File: src/smc_pkg.sv
// Shared constants and types of the standby mode controller
package smc_pkg;

    // ********************************************************
    // Bus and register map
    // ********************************************************
    localparam int          ADDR_W       = 8;
    localparam int          DATA_W       = 32;
    localparam logic [7:0]  OFS_MODESEL  = 8'h00;
    localparam logic [7:0]  OFS_PWRCTL   = 8'h04;
    localparam logic [7:0]  OFS_STABSEL  = 8'h08;
    localparam logic [7:0]  OFS_CPUCLK   = 8'h0C;
    localparam logic [7:0]  OFS_STATUS   = 8'h10;

    // ********************************************************
    // Field positions
    // ********************************************************
    localparam int          FLAVOUR_POS  = 0;
    localparam int          SUBSTOP_POS  = 7;
    localparam int          STOPREQ_POS  = 1;
    localparam int          IRQ_MASK_POS = 4;
    localparam int          PIN_MASK_POS = 5;
    localparam int          WDT_MASK_POS = 6;
    localparam int          STABSEL_LSB  = 0;
    localparam int          STABSEL_W    = 3;
    localparam int          DIV_LSB      = 0;
    localparam int          SUBSEL_POS   = 3;
    localparam int          STAT_MODE    = 0;
    localparam int          STAT_SUBIDLE = 4;
    localparam int          STAT_STABOK  = 5;

    // ********************************************************
    // Reset values and stabilization counting
    // ********************************************************
    localparam logic [2:0]  STABSEL_RST  = 3'h1;
    localparam logic [2:0]  STABSEL_MAX  = 3'h4;
    localparam logic [2:0]  DIV_RESET    = 3'h3;
    localparam int          STAB_BASE_LOG2 = 14;
    localparam int          CNT_W        = 19;
    localparam int          LOG2_W       = 5;

    // ********************************************************
    // Types
    // ********************************************************
    typedef enum logic [2:0] {
        SMC_RUN,
        SMC_HALT,
        SMC_IDLE,
        SMC_STOP,
        SMC_STAB
    } smc_mode_t;

    // Release sources, also the layout of the mask group
    typedef struct packed {
        logic wdt_nmi;
        logic pin_nmi;
        logic maskable;
    } smc_wake_t;

    typedef struct packed {
        logic [CNT_W-1:0] cnt;
        logic             active;
        logic             done;
    } smc_cnt_state_t;

    typedef struct packed {
        smc_mode_t        mode;
        logic             flavour;
        logic             substop;
        logic             stop_req;
        smc_wake_t        mask;
        logic [2:0]       stabsel;
        logic             subsel;
        logic [2:0]       div;
        logic [31:0]      prdata;
        logic             cpu_en;
        logic             periph_en;
        logic             main_en;
        logic             boot;
        logic             stab_wr;
    } smc_state_t;

endpackage : smc_pkg

File: src/smc_stab_counter.sv
// Oscillation stabilization counter driven by main oscillator ticks
`timescale 1ns/1ns
module smc_stab_counter (
    input  wire logic                      pclk,
    input  wire logic                      presetn,
    input  wire logic                      start,
    input  wire logic                      osc_tick,
    input  wire logic                      osc_running,
    input  wire logic [smc_pkg::LOG2_W-1:0] target_log2,
    output logic                           done
);
    import smc_pkg::*;

    smc_cnt_state_t s_q;
    smc_cnt_state_t s_d;
    logic [CNT_W-1:0] last;

    // Last count value of the selected wait, 2^n - 1
    assign last = CNT_W'((CNT_W+1)'(1) << target_log2) - CNT_W'(1);

    // Ticks before the oscillator runs are not counted
    always_comb begin
        s_d = s_q;
        if (start) begin
            s_d.cnt    = '0;
            s_d.active = 1'b1;
            s_d.done   = 1'b0;
        end else if (s_q.active && osc_running && osc_tick) begin
            if (s_q.cnt == last) begin
                s_d.active = 1'b0;
                s_d.done   = 1'b1;
            end else begin
                s_d.cnt = s_q.cnt + CNT_W'(1);
            end
        end
    end

    // Wait is armed at reset so reset release also waits
    always_ff @(posedge pclk or negedge presetn) begin
        if (!presetn) begin
            s_q <= '{cnt: '0, active: 1'b1, done: 1'b0};
        end else begin
            s_q <= s_d;
        end
    end

    assign done = s_q.done;
endmodule : smc_stab_counter

File: src/smc_standby_ctrl.sv
// Standby mode controller: APB registers, mode sequencing, clock gating
`timescale 1ns/1ns
module smc_standby_ctrl #(
    parameter int STAB_BASE_LOG2 = smc_pkg::STAB_BASE_LOG2
) (
    input  wire logic                      pclk,
    input  wire logic                      presetn,
    input  wire logic [smc_pkg::ADDR_W-1:0] paddr,
    input  wire logic                      psel,
    input  wire logic                      penable,
    input  wire logic                      pwrite,
    input  wire logic [smc_pkg::DATA_W-1:0] pwdata,
    output logic      [smc_pkg::DATA_W-1:0] prdata,
    output logic                           pready,
    output logic                           pslverr,
    input  wire logic                      halt_exec,
    input  wire smc_pkg::smc_wake_t        wake_req,
    input  wire logic                      osc_tick,
    input  wire logic                      osc_running,
    output logic                           cpu_clk_en,
    output logic                           periph_clk_en,
    output logic                           main_osc_en,
    output logic                           sub_osc_en,
    output logic                           subclock_sel,
    output logic      [2:0]                cpu_divider,
    output smc_pkg::smc_mode_t             standby_mode
);
    import smc_pkg::*;

    // ********************************************************
    // State and decode
    // ********************************************************
    smc_state_t s_q;
    smc_state_t s_d;

    logic              setup;
    logic              access;
    logic              wr_en;
    logic              mapped;
    logic              wr_modesel;
    logic              wr_pwrctl;
    logic              wr_stabsel;
    logic              wr_cpuclk;
    logic              stop_write;
    logic              release_ok;
    logic              stab_start;
    logic              stab_done;
    logic [2:0]        stabsel_clip;
    logic [LOG2_W-1:0] stab_log2;
    logic [31:0]       rd_word;

    // APB phases; the slave never inserts wait states
    assign setup  = psel && !penable;
    assign access = psel && penable;
    assign pready = access;
    assign wr_en  = access && pwrite;

    // Address decode of the five words
    always_comb begin
        mapped = 1'b1;
        if (paddr == OFS_MODESEL) begin
            mapped = 1'b1;
        end else if (paddr == OFS_PWRCTL) begin
            mapped = 1'b1;
        end else if (paddr == OFS_STABSEL) begin
            mapped = 1'b1;
        end else if (paddr == OFS_CPUCLK) begin
            mapped = 1'b1;
        end else if (paddr == OFS_STATUS) begin
            mapped = 1'b1;
        end else begin
            mapped = 1'b0;
        end
    end

    // Unmapped words and status writes answer with an error
    assign pslverr = access && (!mapped || (pwrite && paddr == OFS_STATUS));

    assign wr_modesel = wr_en && paddr == OFS_MODESEL;
    assign wr_pwrctl  = wr_en && paddr == OFS_PWRCTL;
    assign wr_stabsel = wr_en && paddr == OFS_STABSEL;
    assign wr_cpuclk  = wr_en && paddr == OFS_CPUCLK;

    // A standby request is only a write with the stop bit set
    assign stop_write = wr_pwrctl && pwdata[STOPREQ_POS];

    // Release needs a source whose mask bit is clear
    assign release_ok = |(wake_req & ~s_q.mask);

    // Leaving STOP always arms the wait, whatever feeds the main
    // clock pin: there is no bypass for an external clock
    assign stab_start = s_q.mode == SMC_STOP && release_ok;

    // Settings above the longest wait clip to it
    assign stabsel_clip = (s_q.stabsel > STABSEL_MAX) ? STABSEL_MAX
                                                      : s_q.stabsel;
    assign stab_log2 = LOG2_W'(STAB_BASE_LOG2) + LOG2_W'(stabsel_clip);

    // ********************************************************
    // Stabilization counter
    // ********************************************************
    smc_stab_counter i_smc_stab_counter (
        .pclk        (pclk),
        .presetn     (presetn),
        .start       (stab_start),
        .osc_tick    (osc_tick),
        .osc_running (osc_running),
        .target_log2 (stab_log2),
        .done        (stab_done)
    );

    // ********************************************************
    // Read data
    // ********************************************************
    // Reserved bits read as zero
    always_comb begin
        rd_word = 32'h0000_0000;
        if (paddr == OFS_MODESEL) begin
            rd_word[FLAVOUR_POS] = s_q.flavour;
            rd_word[SUBSTOP_POS] = s_q.substop;
        end else if (paddr == OFS_PWRCTL) begin
            rd_word[STOPREQ_POS]  = s_q.stop_req;
            rd_word[IRQ_MASK_POS] = s_q.mask.maskable;
            rd_word[PIN_MASK_POS] = s_q.mask.pin_nmi;
            rd_word[WDT_MASK_POS] = s_q.mask.wdt_nmi;
        end else if (paddr == OFS_STABSEL) begin
            rd_word[STABSEL_LSB +: STABSEL_W] = s_q.stabsel;
        end else if (paddr == OFS_CPUCLK) begin
            rd_word[DIV_LSB +: 3] = s_q.div;
            rd_word[SUBSEL_POS]   = s_q.subsel;
        end else if (paddr == OFS_STATUS) begin
            rd_word[STAT_MODE +: 3] = s_q.mode;
            rd_word[STAT_SUBIDLE]   = s_q.mode == SMC_IDLE && s_q.subsel;
            rd_word[STAT_STABOK]    = stab_done;
        end else begin
            rd_word = 32'h0000_0000;
        end
    end

    // ********************************************************
    // Next state
    // ********************************************************
    always_comb begin
        s_d = s_q;

        // Read word is captured in setup so prdata is a flop
        if (setup && !pwrite) begin
            s_d.prdata = rd_word;
        end

        // Reserved bits are simply not stored
        if (wr_modesel) begin
            s_d.flavour = pwdata[FLAVOUR_POS];
            s_d.substop = pwdata[SUBSTOP_POS];
        end
        if (wr_stabsel) begin
            s_d.stabsel = pwdata[STABSEL_LSB +: STABSEL_W];
            s_d.stab_wr = 1'b1;
        end
        if (wr_cpuclk) begin
            s_d.div    = pwdata[DIV_LSB +: 3];
            s_d.subsel = pwdata[SUBSEL_POS];
        end
        // Masks written together with the stop bit are ignored, so
        // software must set masks in an earlier store
        if (wr_pwrctl && !pwdata[STOPREQ_POS]) begin
            s_d.mask.maskable = pwdata[IRQ_MASK_POS];
            s_d.mask.pin_nmi  = pwdata[PIN_MASK_POS];
            s_d.mask.wdt_nmi  = pwdata[WDT_MASK_POS];
        end

        // Mode sequencing
        case (s_q.mode)
            SMC_RUN: begin
                if (stop_write) begin
                    // Flavour bit acts here and nowhere else
                    s_d.stop_req = 1'b1;
                    s_d.mode = s_q.flavour ? SMC_STOP : SMC_IDLE;
                end else if (halt_exec) begin
                    // Entered even with a request pending, unless a stop write comes in the same cycle
                    s_d.mode = SMC_HALT;
                end
            end
            SMC_HALT: begin
                // Any request the core sees ends HALT
                if (|wake_req) begin
                    s_d.mode = SMC_RUN;
                end
            end
            SMC_IDLE: begin
                if (release_ok) begin
                    s_d.stop_req = 1'b0;
                    s_d.mode     = SMC_RUN;
                end
            end
            SMC_STOP: begin
                if (release_ok) begin
                    s_d.stop_req = 1'b0;
                    s_d.mode     = SMC_STAB;
                end
            end
            SMC_STAB: begin
                // CPU waits for the counter, not for a fixed time
                if (stab_done) begin
                    s_d.mode = SMC_RUN;
                    s_d.boot = 1'b0;
                end
            end
            default: begin
                s_d.mode = SMC_RUN;
            end
        endcase

        // Clock enables follow the next mode so they are flops
        s_d.cpu_en    = s_d.mode == SMC_RUN;
        s_d.periph_en = s_d.mode == SMC_RUN || s_d.mode == SMC_HALT;
        s_d.main_en   = s_d.mode != SMC_STOP;
    end

    // ********************************************************
    // State register
    // ********************************************************
    // Reset lands in the wait state with the counter armed
    always_ff @(posedge pclk or negedge presetn) begin
        if (!presetn) begin
            s_q <= '{mode:      SMC_STAB,
                     flavour:   1'b0,
                     substop:   1'b0,
                     stop_req:  1'b0,
                     mask:      '0,
                     stabsel:   STABSEL_RST,
                     subsel:    1'b0,
                     div:       DIV_RESET,
                     prdata:    32'h0000_0000,
                     cpu_en:    1'b0,
                     periph_en: 1'b0,
                     main_en:   1'b1,
                     boot:      1'b1,
                     stab_wr:   1'b0};
        end else begin
            s_q <= s_d;
        end
    end

    // ********************************************************
    // Outputs
    // ********************************************************
    assign prdata        = s_q.prdata;
    assign cpu_clk_en    = s_q.cpu_en;
    assign periph_clk_en = s_q.periph_en;
    assign main_osc_en   = s_q.main_en;
    assign sub_osc_en    = !s_q.substop;
    assign subclock_sel  = s_q.subsel;
    assign cpu_divider   = s_q.div;
    assign standby_mode  = s_q.mode;
endmodule : smc_standby_ctrl

File: config.mk
export PLATFORM = sky130hd
export DESIGN_NAME = smc_standby_ctrl
export DESIGN_NICKNAME = d
export VERILOG_FILES = /design/src/smc_pkg.sv /design/src/smc_stab_counter.sv /design/src/smc_standby_ctrl.sv
export SDC_FILE = /design/constraint.sdc
export NUM_CORES = 1
export LEC_CHECK = 0
export BUFFER_PORTS_ARGS = -buffer_cell sky130_fd_sc_hd__clkbuf_2
export CAP_MARGIN = 10
export CELL_PAD_IN_SITES_DETAIL_PLACEMENT = 1
export CELL_PAD_IN_SITES_GLOBAL_PLACEMENT = 1
export CORE_ASPECT_RATIO = 0.5
export CORE_MARGIN = 5
export CORE_UTILIZATION = 37
export CTS_BUF_LIST = sky130_fd_sc_hd__clkbuf_4
export DETAILED_ROUTE_END_ITERATION = 12
export GPL_TIMING_DRIVEN = 0
export HOLD_SLACK_MARGIN = 0.03
export MAX_ROUTING_LAYER = met4
export PLACE_DENSITY_LB_ADDON = 0.1
export SLEW_MARGIN = 40
export SYNTH_ARGS = -nofsm -noshare
export SYNTH_HDL_FRONTEND = slang
export SYNTH_HIERARCHICAL = 1
export SYNTH_SLANG_ARGS = --single-unit
File: constraint.sdc
create_clock -name pclk -period 3.5 [get_ports pclk]
set_clock_uncertainty 0.05 [all_clocks]
set_input_delay 0.7 -clock pclk [delete_from_list [all_inputs] [get_ports pclk]]
set_output_delay 0.7 -clock pclk [all_outputs]
set_load 0.02 [all_outputs]
======== After elaboration in Yosys (flattened, before gate mapping) ========
Cells that the tools add are included.
storage, ports and cells
  input port bits ......................... 51
  logic and storage cells ................. 108
  bits in registers ....................... 72
cells by class
  bitwise operators ....................... 2
  mux-type cells .......................... 35
  magnitude comparators ................... 1
  shifts and indexed selects .............. 1
  add/subtract/negate cells ............... 3
  reductions and logical operators ........ 35
  equality and inequality tests ........... 14
operator list
  kind                                                                    count
  21-bit two-way mux                                                      2
  3-bit two-way mux                                                       11
  24-bit two-way mux                                                      1
  19-bit by 1-bit adder with 19-bit output (second input constant)        1
  19-bit equality test                                                    1
  19-bit two-way mux                                                      1
  1-bit by 5-bit << shifter with 19-bit output (first input constant)     1
  19-bit by 2-bit subtractor with 19-bit output (second input constant)   1
  8-bit by 4-bit equality test with 1-bit output (second input constant)  2
  1-bit logical AND                                                       16
  3-bit case mux with 5 select lines                                      1
  1-bit two-way mux                                                       12
  8-bit by 3-bit equality test with 1-bit output (second input constant)  1
  8-bit by 5-bit equality test with 1-bit output (second input constant)  1
  8-bit zero test                                                         1
  2-bit two-way mux                                                       4
  3-bit by 1-bit equality test with 1-bit output (second input constant)  2
  3-bit by 2-bit equality test with 1-bit output (second input constant)  2
  3-bit zero test                                                         2
  6-bit two-way mux                                                       1
  2-bit nonzero test                                                      3
  3-bit OR reduction                                                      2
  4-bit by 3-bit adder with 5-bit output (first input constant)           1
  1-bit zero test                                                         5
  13 further kinds                                                        16

======== Longest topological paths before layout ========
  depth in word-level cells ............... 9
  mapped depth ............................ 17

======== Hierarchy ========
Netlist, hierarchy kept.
by module, submodules not included
  module            sequential area each (µm²)  cells each  instances  area each (µm²)
  smc_stab_counter  526.8                       222         1          1,881.8
  smc_standby_ctrl  681.9                       163         1          1,675.4

======== Worst setup path before layout ========
OpenSTA, ideal clock, no wires.
  kind .................................... register -> register
  start point ............................. register s_q[43] (netlist bit)
  end point ............................... register i_smc_stab_counter/s_q[15] (netlist bit)
  arrival ................................. 3.410 ns
  slack ................................... -0.039 ns
  buffers on the path ..................... 2
  stages on the path, launching flop included .. 16
  clock period less this slack ............ 3.539 ns
  setup time .............................. 0.078 ns
  data required time ...................... 3.372 ns
  cells stage by stage .................... dfrtp_1 -> or2_2 -> inv_1 -> nor3_2 -> nand2_1 -> ha_1 -> buf_2 -> or4_1 -> a21oi_1 -> a31oi_1 -> o21ai_2 -> nor4_4 -> a21o_4 -> buf_6 -> or4_1 -> a21oi_1
between the ends
  longest elaborated chain between the ends .. 8
RTL lines
  item                                                  RTL line                 RTL
  start, declared                                       smc_standby_ctrl.sv:33   smc_state_t s_q;
  start signal, assigned                                smc_standby_ctrl.sv:226  s_q <= '{mode: SMC_STAB,
  3-bit greater-than comparator                         smc_standby_ctrl.sv:95   assign stabsel_clip = (s_q.stabsel > STABSEL_MAX) ? STABSEL_MAX
  3-bit two-way mux *                                   smc_standby_ctrl.sv:95
  4-bit by 3-bit adder with 5-bit output *              smc_standby_ctrl.sv:97   assign stab_log2 = LOG2_W'(STAB_BASE_LOG2) + LOG2_W'(stabsel_clip);
  via stab_log2[4]                                      smc_standby_ctrl.sv:49   logic [LOG2_W-1:0] stab_log2;
  1-bit by 5-bit << shifter with 19-bit output *        smc_stab_counter.sv:19   assign last = CNT_W'((CNT_W+1)'(1) << target_log2) - CNT_W'(1);
  19-bit by 2-bit subtractor with 19-bit output *       smc_stab_counter.sv:19
  19-bit equality test *                                smc_stab_counter.sv:29   if (s_q.cnt == last) begin
  2-bit by 1-bit != test with 1-bit output (no line) *  -
  2-bit AND reduction (no line) *                       -
  end signal, assigned                                  smc_stab_counter.sv:41   s_q <= '{cnt: '0, active: 1'b1, done: 1'b0};
  end, declared                                         smc_stab_counter.sv:14   smc_cnt_state_t s_q;
Mark *: on every way through the listed nets, which the timed path passes. The rest lies on a longest branch.
A chain may end at the register's enable or synchronous reset.

======== Worst setup path after layout ========
  start point ............................. register s_q[42] (netlist bit)
  end point ............................... register i_smc_stab_counter/s_q[18] (netlist bit)
Same word-level chain as after synthesis.

==> metrics.txt <==
initial DRC count=195; Syn. warnings=6; final cell count without fillers=620; post-placement cell count=589; reg2reg start=s_q[42]; DRC Markers=0; Fmax=0.286 GHz; Power Dens Cells=274 nW/um^2; Die Ht=79.3 um; CP max-delay cell=dfrtp_2; Critical Path Most Common Cell=buf_4; Required @ worst endpoint=3.75 ns; Synth Area in Simple Gates=0.238; R2R depth=14; # diodes=0; Storage cell area=1210 sq um; Clock H-tree levels=2; initial antenna violation count=0; final hold vios=0; Post-Route WL=10.6 mm; 1st-pass router iterations=4; Worst-path clk slew=0.15 ns; Site Rows=25; Final Cycle Share=0.998; number of synthesized flops with an enable pin=0; area of the multi-input gates=2070 sq um; CP arrival=3.75 ns; Least-Margin Pin Slew=0.673 ns; clock root buffer master=clkbuf_4; CP Buf/Inv Count=3; Avg Inst Size Synth=9.24 sq um; max-cap violations=0; largest family of logic cells by synthesized area=simple AND/OR/NAND/NOR gates; GRT Resource Usage Total=0.189; Fillers=1123; Crit Path Class=reg2reg; core area=9420 sq um; most used flip-flop cell after synthesis=dfrtp_1; post-synthesis mux area share=0.0496; total grt overflow=0; Cell Chain, Critical Path=or2_4 > clkbuf_8 > nand3b_1 > ha_4 > buf_4 > nor3b_1 > a22o_1 > a22oi_2 > xnor2_2 > nor4_4 > buf_4 > a2111oi_4 > or3b_4 > a21oi_2; Synth Area in Adders=0.00703; most frequent cells in the layout=buf_4, clkbuf_2, dfrtp_1; crit-path max FO=5; CTS Buf Count=5; RD Place Congestion=0.874; Final min period=3.49 ns; sequential share of the synthesized area=0.340; number of synthesized register bits=48; Synth Area in Compound Gates=0.186; worst min-delay path category=in2async; Post-Syn Area=3560 sq um; Initial Util=0.378; synth unique cells=73; Die W=149 um; crit end category=register; status=completed; XOR/XNOR Fraction of Synth Area=0.0408; worst slack on hold paths=0.313 ns; Worst slew margin=0.551; IO Port Bufs=46; Synth Instances=385; Async SR Flop Fraction=1.00; I/O pin cnt=96; Final nets=537; reg2reg end=i_smc_stab_counter/s_q[18]; Die Area=11800 sq um; CTS Hold Bufs=0; vias per cell=5.29; Leak=1.98 nW; Num Clock Sinks=48; internal reg-to-reg setup slack=0.007 ns; Max Root-Sink Buffers=2; clock tree from TritonCTS=done; Worst-Skew Late Latency=0.38 ns; Slew Viols, Final=0; via count=3278; CP startpoint kind=register; vias in the first global route=3596; Setup violations, final=0; Worst path max stage delay=0.47 ns; Detail Placement HPWL=7.66 mm; largest net degree at the start of global routing=49; RSZ-0062 raised after global routing=true; Peak supply drop=158 uV; first-pass GRT wire length=17.7 mm; Crit path max-delay family=simple AND/OR/NAND/NOR gates; WL per Instance=17.1 um; Final ANT Viol Nets=0; Area Growth Syn to Fin=25.2%; most common cell after layout, fill and taps aside=buf_4; share of layout cells above drive strength 1=0.402
==> metal layers <==
metal,vias to the layer above,track usage,wire length (um)
met5,-,-,0
met3,20,0.0239,403
met4,0,0.0571,197
met2,99,0.316,5040
li1,1545,-,-
met1,1614,0.243,4990
==> how the worst max path moves through the flow <==
stage                                            end  cells after the start    start  slack (ns)
final                     i_smc_stab_counter/s_q[18]                     14  s_q[42]       0.007
after global routing      i_smc_stab_counter/s_q[18]                     15  s_q[42]       -0.13
after CTS                 i_smc_stab_counter/s_q[13]                     14  s_q[42]       0.002
after detailed placement   i_smc_stab_counter/s_q[3]                     16  s_q[42]       -0.72
after global placement     i_smc_stab_counter/s_q[3]                     16  s_q[42]       -0.67
after floorplan           i_smc_stab_counter/s_q[15]                     14  s_q[43]       0.006
==> synthesized netlist by cell type (9+ instances only) <==
library cell / count / area, sq um
a21oi_1: 20 / 100
buf_4: 39 / 293
clkbuf_1: 12 / 45.0
dfrtp_1: 42 / 1050
inv_1: 15 / 56.3
mux2_2: 13 / 146
nand2_1: 24 / 90.1
nand3_1: 14 / 70.1
nand4_1: 10 / 62.6
nor2_1: 25 / 93.8
o21ai_0: 9 / 45.0
o31ai_1: 9 / 67.6
or4_1: 11 / 82.6
xnor2_1: 13 / 114
==> cells by family (layout without fill, tap and decap cells) <==
| group | count (synthesis) | after routing |
|---|---|---|
| buf+inv | 78 | 155 |
| compound gates | 90 | 90 |
| other cells | 1 | 24 |
| simple gates | 135 | 135 |
| fa+ha+maj | 2 | 2 |
| flops | 48 | 48 |
| xor+xnor | 15 | 15 |
| mux | 16 | 16 |
==> report_power, final <==
part | switching (W) | internal, W
Combinational | 0.000147 | 0.000111
Sequential | 0.0000391 | 0.000578
Clock | 0.000194 | 0.000150
Total | 0.000380 | 0.000838
==> per-stage QoR <==
stage	setup slack [ns]	instance area [sq um]	util	TNS (ns)	power, W
after floorplan	0.00556	3650	-	0	0.000794
after global placement	-0.668	4050	0.430	-9.56	0.000868
after detailed placement	-0.724	4050	0.431	-10.73	0.000874
after CTS	0.00250	4370	0.464	0	0.00123
after global routing	-0.129	4450	0.473	-1.05	0.00129
final	0.00694	4450	0.473	0	0.00122
==> area by class of cell <==
class | count | area share
Multi-Input combinational cell | 282 | 0.466
Sequential cell | 48 | 0.272
Buffer | 62 | 0.0992
Timing Repair Buffer | 70 | 0.0935
Tap cell | 135 | 0.0379
Inverter | 15 | 0.0138
Clock inverter | 3 | 0.00955
Clock buffer | 5 | 0.00843
==> repair_timing <==
item,in CTS,in global routing
resized for setup,20,17
setup endpoints to repair,21,19
pin swaps,16,18
setup buffers,21,3
hold endpoints to repair,0,0
==> registers in the layout, summed over array words and instances (netlist names) <==
| signal | flops |
|---|---|
| cpu_clk_en | 1 |
| cpu_divider | 3 |
| i_smc_stab_counter/done | 1 |
| i_smc_stab_counter/s_q | 20 |
| main_osc_en | 1 |
| periph_clk_en | 1 |
| prdata | 8 |
| s_q | 9 |
| standby_mode | 3 |
| subclock_sel | 1 |
Note: power is estimated with default switching activity, not from simulation.
